File: src/logic/icac_map.vh
`ifndef ICAC_MAP_VH
`define ICAC_MAP_VH

// ----------------------------------------------------------------
// Register byte offsets
// ----------------------------------------------------------------
`define ICAC_OFS_DATA    6'h00
`define ICAC_OFS_OWNADR  6'h04
`define ICAC_OFS_CTRL    6'h08
`define ICAC_OFS_CLK     6'h0c
`define ICAC_OFS_STAT    6'h10
`define ICAC_OFS_CTRL2   6'h14

// ----------------------------------------------------------------
// Field positions
// ----------------------------------------------------------------
`define ICAC_CLK_CODE_MSB  4
`define ICAC_CLK_FAST      5
`define ICAC_CLK_ACKLVL    6
`define ICAC_CLK_ACKCLK    7
`define ICAC_CTRL_EN       3
`define ICAC_STAT_MST      7
`define ICAC_STAT_TRX      6
`define ICAC_STAT_BUSY     5
`define ICAC_STAT_ADDR     4
`define ICAC_STAT_RXAV     1
`define ICAC_STAT_RXACK    0
`define ICAC_CTRL2_WAIT    5

// ----------------------------------------------------------------
// Reset values
// ----------------------------------------------------------------
`define ICAC_RST_CLK     8'h00
`define ICAC_RST_OWNADR  7'h00
`define ICAC_RST_DIV     5'h00

// ----------------------------------------------------------------
// Timing
// ----------------------------------------------------------------
`define ICAC_MIN_HALF    6'h01

`endif

File: src/logic/icac_buf2.v
`timescale 1ns/1ps
`default_nettype none

// ----------------------------------------------------------------
// Two-entry buffer, head entry is the registered output
// ----------------------------------------------------------------
module icac_buf2 #(
  parameter WIDTH = 8
) (
  input  wire             i_clk,
  input  wire             i_rst,
  input  wire             i_in_valid,
  input  wire [WIDTH-1:0] i_in_data,
  output wire             o_in_ready,
  output wire             o_out_valid,
  output reg  [WIDTH-1:0] o_out_data,
  input  wire             i_out_ready
);

  reg [WIDTH-1:0] tail;
  reg [1:0]       cnt;
  wire            push;
  wire            pop;

  assign o_in_ready  = (cnt != 2'h2);
  assign o_out_valid = (cnt != 2'h0);
  assign push        = i_in_valid & o_in_ready;
  assign pop         = o_out_valid & i_out_ready;

  always @(posedge i_clk) begin
    if (i_rst) begin
      cnt        <= 2'h0;
      o_out_data <= {WIDTH{1'b0}};
      tail       <= {WIDTH{1'b0}};
    end else begin
      if (push && (cnt == 2'h0 || (cnt == 2'h1 && pop))) begin
        o_out_data <= i_in_data;
      end else if (pop && cnt == 2'h2) begin
        o_out_data <= tail;
      end
      if (push && ((cnt == 2'h1 && !pop) || (cnt == 2'h2 && pop))) begin
        tail <= i_in_data;
      end
      if (push && !pop) begin
        cnt <= cnt + 2'h1;
      end else if (pop && !push) begin
        cnt <= cnt - 2'h1;
      end
    end
  end

endmodule // icac_buf2

`default_nettype wire

File: src/logic/icac_ctrl.v
// Behaviour
// - Frequency code sets serial clock rate
// - Bit 5 picks standard or fast mode
// - Ack level bit drives data low or high
// - Address match auto-acks when level is 0
// - Ack clock enable adds clock after byte
// - Sender releases data line during ack
// - Clock control change other than ack level mid-transfer resets clock
// - Data write mid-transfer resets bit counter
// - Bit counter clears at start and byte end
// - Wait bit reads internal wait flag
// - Hardware updates status bits continuously
`timescale 1ns/1ps
`default_nettype none
`include "icac_map.vh"

module icac_ctrl (
  input  wire        i_sys_clk,
  input  wire        i_rst,
  input  wire [5:0]  i_avs_address,
  input  wire        i_avs_read,
  input  wire        i_avs_write,
  input  wire [31:0] i_avs_writedata,
  input  wire [3:0]  i_avs_byteenable,
  output reg  [31:0] o_avs_readdata,
  output wire        o_avs_waitrequest,
  input  wire        i_scl,
  output wire        o_scl,
  output wire        o_scl_oe_n,
  input  wire        i_sda,
  output wire        o_sda,
  output wire        o_sda_oe_n
);

  // ----------------------------------------------------------------
  // Declarations
  // ----------------------------------------------------------------
  localparam [1:0] M_IDLE  = 2'h0;
  localparam [1:0] M_START = 2'h1;
  localparam [1:0] M_RUN   = 2'h2;
  localparam [1:0] M_STOP  = 2'h3;

  localparam [2:0] S_DATA  = 3'h0;
  localparam [2:0] S_OWN   = 3'h1;
  localparam [2:0] S_CTRL  = 3'h2;
  localparam [2:0] S_CLK   = 3'h3;
  localparam [2:0] S_STAT  = 3'h4;
  localparam [2:0] S_CTRL2 = 3'h5;
  localparam [2:0] S_NONE  = 3'h7;

  reg        bus_ack;
  reg [6:0]  own_adr;
  reg        ctrl_en;
  reg [7:0]  clk_ctrl;
  reg [4:0]  clk_div;
  reg        master_select;
  reg        transmit_direction_select;
  reg        busy;
  reg        addressed;
  reg        rx_ack;
  reg [2:0]  bit_cnt;
  reg        ack_phase;
  reg        ack_addr;
  reg        first_byte;
  reg        skip_fall;
  reg [7:0]  shift;
  reg        rx_bit;
  reg [7:0]  rx_hold;
  reg        rx_pend;
  reg        tx_need;
  reg        go;
  reg [1:0]  mstate;
  reg        m_scl_low;
  reg        m_sda_low;
  reg        m_sda_own;
  reg [4:0]  div_cnt;
  reg [5:0]  half_cnt;
  reg        scl_q;
  reg        sda_q;
  reg [2:0]  rd_sel;
  reg [31:0] rd_mux;

  wire       scl_s;
  wire       sda_s;
  wire       tick;
  wire       scl_rise;
  wire       scl_fall;
  wire       start_det;
  wire       stop_det;
  wire       byte_end;
  wire       ack_end;
  wire [7:0] next_shift;
  wire       rd_go;
  wire       wr_go;
  wire [2:0] wr_sel;
  wire [7:0] wd;
  wire       clk_rst;
  wire [5:0] half_len;
  wire       half_done;
  wire       hold_scl;
  wire       eng_sda_low;
  wire       ack_drive;
  wire       rx_in_ready;
  wire       rx_out_valid;
  wire [7:0] rx_out_data;
  wire       rx_pop;
  wire       receiving;

  // ----------------------------------------------------------------
  // Address decode, shared by read and write paths
  // ----------------------------------------------------------------
  function [2:0] reg_sel;
    input [5:0] adr;
    begin
      case (adr)
        `ICAC_OFS_DATA:   reg_sel = S_DATA;
        `ICAC_OFS_OWNADR: reg_sel = S_OWN;
        `ICAC_OFS_CTRL:   reg_sel = S_CTRL;
        `ICAC_OFS_CLK:    reg_sel = S_CLK;
        `ICAC_OFS_STAT:   reg_sel = S_STAT;
        `ICAC_OFS_CTRL2:  reg_sel = S_CTRL2;
        default:          reg_sel = S_NONE;
      endcase
    end
  endfunction

  // ----------------------------------------------------------------
  // Pin synchronisers and line events
  // ----------------------------------------------------------------
  icac_sync #(
    .WIDTH (2)
  ) u_sync (
    .i_clk (i_sys_clk),
    .i_rst (i_rst),
    .i_d   ({i_scl, i_sda}),
    .o_q   ({scl_s, sda_s})
  );

  always @(posedge i_sys_clk) begin
    if (i_rst) begin
      scl_q <= 1'b1;
      sda_q <= 1'b1;
    end else begin
      scl_q <= scl_s;
      sda_q <= sda_s;
    end
  end

  assign scl_rise  = ctrl_en & scl_s & ~scl_q;
  assign scl_fall  = ctrl_en & ~scl_s & scl_q;
  assign start_det = ctrl_en & scl_s & scl_q & sda_q & ~sda_s;
  assign stop_det  = ctrl_en & scl_s & scl_q & ~sda_q & sda_s;

  // ----------------------------------------------------------------
  // Avalon-MM slave, one wait cycle per access
  // ----------------------------------------------------------------
  assign o_avs_waitrequest = (i_avs_read | i_avs_write) & ~bus_ack;
  assign rd_go  = i_avs_read & bus_ack;
  assign wr_go  = i_avs_write & bus_ack & i_avs_byteenable[0];
  assign wr_sel = reg_sel(i_avs_address);
  assign wd     = i_avs_writedata[7:0];

  always @* begin
    rd_sel = reg_sel(i_avs_address);
    rd_mux = 32'h0000_0000;
    case (rd_sel)
      S_DATA:  rd_mux[7:0] = rx_out_valid ? rx_out_data : shift;
      S_OWN:   rd_mux[7:0] = {own_adr, 1'b0};
      S_CTRL:  rd_mux[7:0] = {4'h0, ctrl_en, bit_cnt};
      S_CLK:   rd_mux[7:0] = clk_ctrl;
      S_STAT:  rd_mux[7:0] = {master_select, transmit_direction_select, busy, addressed,
                              2'h0, rx_out_valid, rx_ack};
      S_CTRL2: rd_mux[7:0] = {2'h0, hold_scl, clk_div};
      default: rd_mux = 32'h0000_0000;
    endcase
  end

  always @(posedge i_sys_clk) begin
    if (i_rst) begin
      bus_ack        <= 1'b0;
      o_avs_readdata <= 32'h0000_0000;
    end else begin
      bus_ack <= (i_avs_read | i_avs_write) & ~bus_ack;
      if (i_avs_read & ~bus_ack) begin
        o_avs_readdata <= rd_mux;
      end
    end
  end

  // ----------------------------------------------------------------
  // Configuration registers
  // ----------------------------------------------------------------
  // Changing anything but the ack level while busy resets the clock sequencer to idle
  assign clk_rst = wr_go & (wr_sel == S_CLK) & busy &
                   ({wd[7], wd[5:0]} != {clk_ctrl[7], clk_ctrl[5:0]});

  always @(posedge i_sys_clk) begin
    if (i_rst) begin
      own_adr  <= `ICAC_RST_OWNADR;
      ctrl_en  <= 1'b0;
      clk_ctrl <= `ICAC_RST_CLK;
      clk_div  <= `ICAC_RST_DIV;
    end else if (wr_go) begin
      case (wr_sel)
        S_OWN:   own_adr  <= wd[7:1];
        S_CTRL:  ctrl_en  <= wd[`ICAC_CTRL_EN];
        S_CLK:   clk_ctrl <= wd;
        // Divider is meant to change only while disabled
        S_CTRL2: clk_div  <= wd[4:0];
        default: ctrl_en  <= ctrl_en;
      endcase
    end
  end

  // ----------------------------------------------------------------
  // Serial clock timing
  // ----------------------------------------------------------------
  // Fast mode halves the high and low phase length
  assign half_len = clk_ctrl[`ICAC_CLK_FAST] ?
                    {1'b0, clk_ctrl[`ICAC_CLK_CODE_MSB:0]} :
                    {clk_ctrl[`ICAC_CLK_CODE_MSB:0], 1'b0};
  assign half_done = tick & (half_cnt + 6'h01 >= half_len) &
                     (half_cnt + 6'h01 >= `ICAC_MIN_HALF);
  assign tick = ctrl_en & (div_cnt == clk_div);

  always @(posedge i_sys_clk) begin
    if (i_rst || !ctrl_en || tick) begin
      div_cnt <= 5'h00;
    end else begin
      div_cnt <= div_cnt + 5'h01;
    end
  end

  // ----------------------------------------------------------------
  // Master start, clocking and stop sequencer
  // ----------------------------------------------------------------
  always @(posedge i_sys_clk) begin
    if (i_rst || !ctrl_en || clk_rst) begin
      mstate    <= M_IDLE;
      m_scl_low <= 1'b0;
      m_sda_low <= 1'b0;
      m_sda_own <= 1'b0;
      half_cnt  <= 6'h00;
    end else begin
      if (half_done) begin
        half_cnt <= 6'h00;
      end else if (tick) begin
        half_cnt <= half_cnt + 6'h01;
      end
      case (mstate)
        M_IDLE: begin
          half_cnt <= 6'h00;
          if (wr_go && wr_sel == S_STAT && wd[`ICAC_STAT_MST] &&
              wd[`ICAC_STAT_BUSY] && !busy) begin
            mstate    <= M_START;
            m_sda_own <= 1'b1;
          end
        end
        M_START: begin
          if (half_done && !m_sda_low) begin
            m_sda_low <= 1'b1;
          end else if (half_done) begin
            m_scl_low <= 1'b1;
            m_sda_own <= 1'b0;
            mstate    <= M_RUN;
          end
        end
        M_RUN: begin
          if (wr_go && wr_sel == S_STAT && !wd[`ICAC_STAT_BUSY] &&
              m_scl_low && !go) begin
            mstate    <= M_STOP;
            m_sda_own <= 1'b1;
            m_sda_low <= 1'b1;
            half_cnt  <= 6'h00;
          end else if (!m_scl_low && !scl_s) begin
            // Another party stretches the clock, clear the count
            half_cnt <= 6'h00;
          end else if (half_done && m_scl_low && go && !hold_scl) begin
            m_scl_low <= 1'b0;
          end else if (half_done && !m_scl_low) begin
            m_scl_low <= 1'b1;
          end
        end
        M_STOP: begin
          if (half_done && m_scl_low) begin
            m_scl_low <= 1'b0;
          end else if (half_done) begin
            m_sda_low <= 1'b0;
            m_sda_own <= 1'b0;
            mstate    <= M_IDLE;
          end
        end
        default: mstate <= M_IDLE;
      endcase
    end
  end

  // ----------------------------------------------------------------
  // Bit engine
  // ----------------------------------------------------------------
  assign next_shift = {shift[6:0], rx_bit};
  assign byte_end   = scl_fall & ~ack_phase & ~skip_fall &
                      (bit_cnt == 3'h7);
  assign ack_end    = scl_fall & ack_phase;
  assign receiving  = ~transmit_direction_select & (master_select | addressed) & ~first_byte;
  assign rx_pop     = rd_go & (wr_sel == S_DATA);

  always @(posedge i_sys_clk) begin
    if (i_rst || !ctrl_en) begin
      bit_cnt    <= 3'h0;
      ack_phase  <= 1'b0;
      ack_addr   <= 1'b0;
      skip_fall  <= 1'b0;
      first_byte <= 1'b0;
      shift      <= 8'h00;
      rx_bit     <= 1'b1;
      rx_ack     <= 1'b1;
      busy       <= 1'b0;
      addressed  <= 1'b0;
      master_select        <= 1'b0;
      transmit_direction_select        <= 1'b0;
      go         <= 1'b0;
      rx_hold    <= 8'h00;
      rx_pend    <= 1'b0;
      tx_need    <= 1'b0;
    end else begin
      if (rx_pend && rx_in_ready) begin
        rx_pend <= 1'b0;
      end
      if (wr_go && wr_sel == S_STAT) begin
        master_select <= wd[`ICAC_STAT_MST];
        transmit_direction_select <= wd[`ICAC_STAT_TRX];
        if (wd[`ICAC_STAT_MST] && wd[`ICAC_STAT_BUSY] && !busy) begin
          go <= 1'b1;
        end
      end
      if (rx_pop && master_select && busy && !transmit_direction_select) begin
        go <= 1'b1;
      end
      if (wr_go && wr_sel == S_DATA) begin
        shift   <= wd;
        bit_cnt <= 3'h0;
        tx_need <= 1'b0;
        go      <= master_select & busy;
      end
      if (scl_rise && !ack_phase) begin
        rx_bit <= sda_s;
      end
      if (scl_rise && ack_phase) begin
        rx_ack <= sda_s;
      end
      // The fall that closes a START carries no data bit
      if (scl_fall) begin
        skip_fall <= 1'b0;
      end
      if (scl_fall && !ack_phase && !skip_fall) begin
        shift   <= next_shift;
        bit_cnt <= bit_cnt + 3'h1;
      end
      if (byte_end) begin
        bit_cnt    <= 3'h0;
        ack_phase  <= clk_ctrl[`ICAC_CLK_ACKCLK];
        ack_addr   <= first_byte;
        first_byte <= 1'b0;
        go         <= go & clk_ctrl[`ICAC_CLK_ACKCLK];
        if (first_byte && !master_select) begin
          addressed <= (next_shift[7:1] == own_adr);
          if (next_shift[7:1] == own_adr) begin
            transmit_direction_select <= next_shift[0];
          end
        end
        if (receiving) begin
          rx_hold <= next_shift;
          rx_pend <= 1'b1;
        end
        if (!clk_ctrl[`ICAC_CLK_ACKCLK] && transmit_direction_select && addressed && !master_select) begin
          tx_need <= 1'b1;
        end
      end
      if (ack_end) begin
        ack_phase <= 1'b0;
        go        <= 1'b0;
        if (transmit_direction_select && !master_select && (addressed || ack_addr)) begin
          tx_need <= 1'b1;
        end
      end
      if (start_det) begin
        bit_cnt    <= 3'h0;
        ack_phase  <= 1'b0;
        first_byte <= 1'b1;
        skip_fall  <= 1'b1;
        busy       <= 1'b1;
        addressed  <= 1'b0;
      end
      if (stop_det) begin
        busy      <= 1'b0;
        master_select       <= 1'b0;
        addressed <= 1'b0;
        go        <= 1'b0;
        tx_need   <= 1'b0;
      end
    end
  end

  // ----------------------------------------------------------------
  // Receive buffer, a full buffer stretches the clock
  // ----------------------------------------------------------------
  icac_buf2 #(
    .WIDTH (8)
  ) u_rxbuf (
    .i_clk       (i_sys_clk),
    .i_rst       (i_rst),
    .i_in_valid  (rx_pend),
    .i_in_data   (rx_hold),
    .o_in_ready  (rx_in_ready),
    .o_out_valid (rx_out_valid),
    .o_out_data  (rx_out_data),
    .i_out_ready (rx_pop)
  );

  // ----------------------------------------------------------------
  // Line drivers
  // ----------------------------------------------------------------
  // Wait: a byte not yet stored, or a slave with nothing to send
  assign hold_scl = busy & (rx_pend | tx_need);

  // Receiver answers, the sender leaves the line released
  assign ack_drive = ack_addr ?
                     (~master_select & addressed & ~clk_ctrl[`ICAC_CLK_ACKLVL]) :
                     (~transmit_direction_select & (master_select | addressed) &
                      ~clk_ctrl[`ICAC_CLK_ACKLVL]);

  assign eng_sda_low = ack_phase ? ack_drive :
                       (busy & transmit_direction_select & (master_select | addressed) & ~first_byte &
                        ~shift[7]) |
                       (busy & master_select & first_byte & ~shift[7]);

  // Open drain: the output is always low, the enable releases it
  assign o_scl      = 1'b0;
  assign o_sda      = 1'b0;
  assign o_scl_oe_n = ~(m_scl_low | (hold_scl & ~scl_s));
  assign o_sda_oe_n = ~(m_sda_own ? m_sda_low : eng_sda_low);

endmodule // icac_ctrl

`default_nettype wire

File: src/logic/icac_sync.v
`timescale 1ns/1ps
`default_nettype none

// ----------------------------------------------------------------
// Two-stage synchroniser for pin inputs
// ----------------------------------------------------------------
module icac_sync #(
  parameter WIDTH = 2
) (
  input  wire             i_clk,
  input  wire             i_rst,
  input  wire [WIDTH-1:0] i_d,
  output reg  [WIDTH-1:0] o_q
);

  reg [WIDTH-1:0] meta;

  // Idle bus lines are high, so reset to ones
  always @(posedge i_clk) begin
    if (i_rst) begin
      meta <= {WIDTH{1'b1}};
      o_q  <= {WIDTH{1'b1}};
    end else begin
      meta <= i_d;
      o_q  <= meta;
    end
  end

endmodule // icac_sync

`default_nettype wire
File: config.mk
export PLATFORM = sky130hd
export DESIGN_NAME = icac_ctrl
export DESIGN_NICKNAME = d
export VERILOG_FILES = /design/src/logic/icac_buf2.v /design/src/logic/icac_ctrl.v /design/src/logic/icac_sync.v
export VERILOG_INCLUDE_DIRS = /design/src /design/src/logic
export SDC_FILE = /design/constraint.sdc
export NUM_CORES = 1
export LEC_CHECK = 0
export BUFFER_PORTS_ARGS = -buffer_cell sky130_fd_sc_hd__buf_4
export CORE_MARGIN = 1
export CORE_UTILIZATION = 35
export CTS_CLUSTER_SIZE = 10
export DETAILED_ROUTE_END_ITERATION = 10
export PLACE_DENSITY = 0.51
export SYNTH_ARGS = -nofsm -noshare
export SYNTH_HDL_FRONTEND = slang
export SYNTH_HIERARCHICAL = 1
export SYNTH_SLANG_ARGS = --single-unit
File: constraint.sdc
create_clock -name i_sys_clk -period 3.81 [get_ports i_sys_clk]
set_clock_uncertainty 0.1 [all_clocks]
set_input_delay 0.5715 -clock i_sys_clk [delete_from_list [all_inputs] [get_ports i_sys_clk]]
set_output_delay 0.5715 -clock i_sys_clk [all_outputs]
set_load 0.05 [all_outputs]
# Yosys cells after proc, flatten, opt, wreduce, memory -nomap -nowiden
# Cells that the tools add are included.
# op_classes
n_eq_ne	31
muxes	66
magnitude_cmp	2
n_reduce_logical	87
bitwise_logic	61
addsub	5
# ops
op	count
$pmux 8 s6	1
$and 1x1->1	42
$mux 8	5
$mux 1	39
$logic_and 1x1->1	37
$mux 6	5
$ne 2x2->1 const B	11
$pmux 3 s6	1
$mux 2	8
$logic_not 1->1	15
$not 1->1	14
$reduce_and 2->1	7
$eq 6x4->1 const B	2
$eq 6x5->1 const B	2
$pmux 6 s2	1
$reduce_bool 2->1	6
$reduce_or 3->1	4
$eq 3x3->1 const B	3
$pmux 2 s4	1
$reduce_bool 4->1	2
$eq 7x7->1	1
$ne 7x7->1	1
$reduce_and 7->1	1
$add 6x1->6 const B	1
other kinds (26)	42
# word_totals
out_inout_bits	37
ff_bits	102

# Longest topological paths before layout
# logic_depth
ltp_word	11
depth_mapped	10

# Cells and area by module
# The synthesis kept the hierarchy.
# by_module_without_submodules
mod	cells_each	seq_area_each_um2	instances	area_each_um2
icac_ctrl	533	1601.5	1	4631.9
icac_buf2	104	360.3	1	942.2
icac_sync	8	80.1	1	105.1

# Worst setup path after synthesis
# No wires, ideal clock.
# synth_path
path_kind	in2reg
startpoint	input i_avs_address[1]
endpoint	register m_sda_own
arrival_time_ns	2.950
setup_slack_ns	0.688
path_buffers	0
cell_stages	10
required_time_ns	3.638
cell_sequence	nor4_1 nand2_1 ha_1 nor4b_4 nand3_4 o41ai_4 nand3b_1 or3_1 o22ai_2 mux2i_1
# synth_between
elab_chain_len	9
word_cells_on_any_way	23
cone_classes	9 x eq/ne; 1 x mux; 3 x bitwise; 10 x reduce/logical
# synth_lines
element	line	source
from (decl)	icac_ctrl.v:20	input wire [5:0] i_avs_address,
$eq 6x5->1, or another cell as far along	icac_ctrl.v:115	case (adr)
$pmux 3 s6 (*)	icac_ctrl.v:115	
$eq 3x3->1	icac_ctrl.v:253, icac_ctrl.v:269	
$logic_and 1x1->1	icac_ctrl.v:253, icac_ctrl.v:269	
$logic_and 1x1->1, on equally long branches (3 in a row)	icac_ctrl.v:269, icac_ctrl.v:253	
$ne 2x2->1 (no source line)	-	
$reduce_and 4->1 (no source line)	-	
to (signal assigned)	icac_ctrl.v:264	m_sda_own <= 1'b0;
to (signal assigned)	icac_ctrl.v:272	m_sda_own <= 1'b1;
to (signal assigned)	icac_ctrl.v:289	m_sda_own <= 1'b0;
to (decl)	icac_ctrl.v:75	reg m_sda_own;
# Every way passes the cells marked *; elsewhere a longest branch is shown, timed or not.
# A chain may end at the register's enable or synchronous reset.

# Worst setup path in the final report
# Same ends and word-level chain as after synthesis.

==> impl_metrics.toml <==
[die]
die_h_um = 129.4
initial_core_util = 0.3575
num_rows = 46
die_w_um = 129.4
num_io_pins = 85
die-area_um2 = 16740
coreArea_um2 = 15890

[clock_network]
hold_buffers = 0
cts_tree = "yes"
worstSkewPairLatency_ns = 0.36
cts_resized = 0
cts_max_level = 3
cts.sinks = 102
cts-root-buf = "clkbuf_16"
cts_setup_buffers = 0
cts_buffers = 9
clock_path_buffers = 2
clk_pin_slew_ns = 0.07

[finish]
mostFrequentLayoutCell = "dfxtp_1"
fin_cells = 888
layout-drive-gt1-share = 0.1399
multi_input_area_um2 = 3327
seq_area_um2 = 2042
n_fill_cell = 1647
nNetsFinal = 732
final_cell_mix = "102 x dfxtp_1, 77 x nor2_1, 58 x nand2_1"
syn2layout_area_growth_pct = 11.08
antenna_cells = 0

[logic_synthesis]
ys_warn_count = 6
syn_area_um2 = 5679
seq_area_frac_synth = 0.3596
synth_top_area_share = 0.3596
synth_fa_ha_area_frac = 0.04142
synth_flop_cell = "dfxtp_1"
synth_xor_area_frac = 0.05177
synthesis.instances = 645
synth_top_family_by_area = "simple AND/OR/NAND/NOR gates"
ys_async_sr_fraction = 0
yosys.area_share.simple = 0.2179
synth_area_per_cell_um2 = 8.805
yosysTopAreaCell = "dfxtp_1"
synth_mux_area_frac = 0.09562
synth_top_cells_by_area = "dfxtp_1 36%, mux2i_1 9.2%, nor2_1 5.1%"
synth_edf_count = 0
synth_compound_area_frac = 0.1608
ys_ff_latch = 102
ys_types = 76

[placed_design]
port_buffers = 31
dp_cells = 872
hpwl_um = 10760
dpl_worst_slack_ns = 0.2451
place_congestion = 0.8274

[sta]
tns_ns = 0
timing.final.crit_share = 0.8447
fmax_mhz = 310.7
max_slew_margin = 0.4730
fin_crit_ns = 3.218
tightest_slew_ns = 0.7845
hold_viol_final = 0
finalWorstSetupSlack_ns = 0.5918
setup_violations = 0
rsz0062_at_grt = "false"
drv_slew = 0

[detailed_routing]
first_iter_violations = 388
drc = 0
wl_per_cell_um = 16.13
via_per_inst = 5.233
dr.pass1.iters = 5
ant_nets = 0
wl_um = 14320
dr_total_vias = 4647

[worst_setup_path]
cp_max_fo = 6
cp_top_family = "simple AND/OR/NAND/NOR gates"
r2r-end = "half_cnt[1]"
rrSetupSlack_ns = 0.75
crit_path_end_kind = "register"
crit_arrival_ns = 3.40
r2r_cells = 9
startpoint_type = "input port"
critPathMaxStageDelay_ns = 0.50
worst-setup-path-type = "input port to register"
critical-path-slowest-cell = "nor4_1"
worstPathRequired_ns = 3.99
crit_chain = "buf_4 -> nor4_1 -> nand2_1 -> ha_1 -> nor4b_4 -> nand3_4 -> o41ai_4 -> nand3b_1 -> or3_1 -> o22ai_2 -> mux2i_1"
r2r-start = "clk_ctrl[5]"
crit_buf_inv = 1

[min_path]
min_path_cells = 2
worstHoldStart = "i_scl"
holdPathEnd = "u_sync/meta[1]"
hold_class = "input port to register"

[global_routing]
grt_pass1_vias = 4363
grt-ovfl-total = 0
antenna_found_initial = 0
grt_pass1_wl_um = 23050
grtUsageTotal = 0.1799
grt_max_degree = 55

[power_and_ir_drop]
p_per_area_nw_per_um2 = 338.0
p_leak_uw = 0.002181
peakVddDrop_uv = 214.2

[flow_run]
max_cap_violations = 0

[status]
outcome = "finished clean"
## worst max path at each step
stage | to | start | slack (ns) | cells after the start
after floorplan | m_sda_own | i_avs_address[1] | 0.69 | 10
after global placement | m_sda_own | i_avs_address[1] | 0.36 | 11
final | m_sda_own | i_avs_address[1] | 0.59 | 11
after detailed placement | mstate[1] | i_avs_address[1] | 0.25 | 11
after global routing | mstate[1] | i_avs_address[1] | 0.37 | 11
after CTS | m_sda_own | i_avs_address[1] | 0.59 | 11
## power breakdown
part / internal (µW) / switching [µW]
registers: 1070 / 4.24
clock network: 478 / 414
logic: 42.8 / 124
total: 1590 / 542
## sequential cells by signal (all words and copies together) (netlist names), 6 cells and up
register            count
clk_ctrl                8
half_cnt                6
o_avs_readdata          8
own_adr                 7
rx_hold                 8
shift                   8
u_rxbuf/o_out_data      8
u_rxbuf/tail            8
## per-layer routing
layer / global-route usage / share of wire / vias up
li1: - / - / 2287
met1: 0.2462 / 0.49 / 2249
met2: 0.2840 / 0.45 / 96
met3: 0.03964 / 0.042 / 15
met4: 0.04913 / 0.016 / 0
met5: 0 / 0 / -
## synthesized netlist by cell type (6+ instances only)
master / instances
dfxtp_1: 102
nor2_1: 77
nand2_1: 58
mux2i_1: 52
a21oi_1: 38
buf_4: 30
nand3_1: 30
xnor2_1: 19
ha_1: 17
nor3_1: 17
clkbuf_1: 16
inv_1: 16
xor2_1: 12
o21ai_0: 11
a211oi_1: 10
o21ai_1: 10
a311oi_2: 8
a22oi_1: 7
nand2b_1: 6
## area by class of cell
class                      count  area share
clock buffer                  11     0.04006
clock inverter                 5    0.005355
inverter                      16    0.009520
multi-input combinational    495      0.5274
sequential                   102      0.3237
tap                          216     0.04284
timing repair buffer          43     0.05117
## worst register-to-register path, cell delays in order, from the launching register on
cell and delay, ns:
dfxtp_1 0.59, and2_1 0.20, ha_1 0.22, nand2b_1 0.13, a2111oi_0 0.43, a21oi_1 0.09, maj3_2 0.37, a31oi_2 0.36
nand3_1 0.31, a21oi_1 0.20
## cells by family (layout without fill, tap and decap cells)
logic type,count (synthesis),count (layout)
buffers and inverters,73,75
DFF,102,102
xor gates and xnor gates,32,32
AOI/OAI and AO/OA,123,123
other,1,26
adders and majority gates,19,19
and+or+nand+nor,241,241
muxes,54,54
## stage by stage
stage | util | instance area (µm²) | hold slack (ns) | power, µW
6_report | 0.3971 | 6309 | 0.2984 | 2133
5_1_grt | 0.3971 | 6309 | 0.2882 | 2220
4_1_cts | 0.3971 | 6309 | 0.2873 | 2159
3_5_place_dp | 0.3791 | 6022 | 0.2887 | 1266
3_3_place_gp | 0.3791 | 6022 | 0.2862 | 1263
2_1_floorplan | - | 5773 | 0.2832 | 1239
Note: power is estimated with default switching activity, not from simulation.
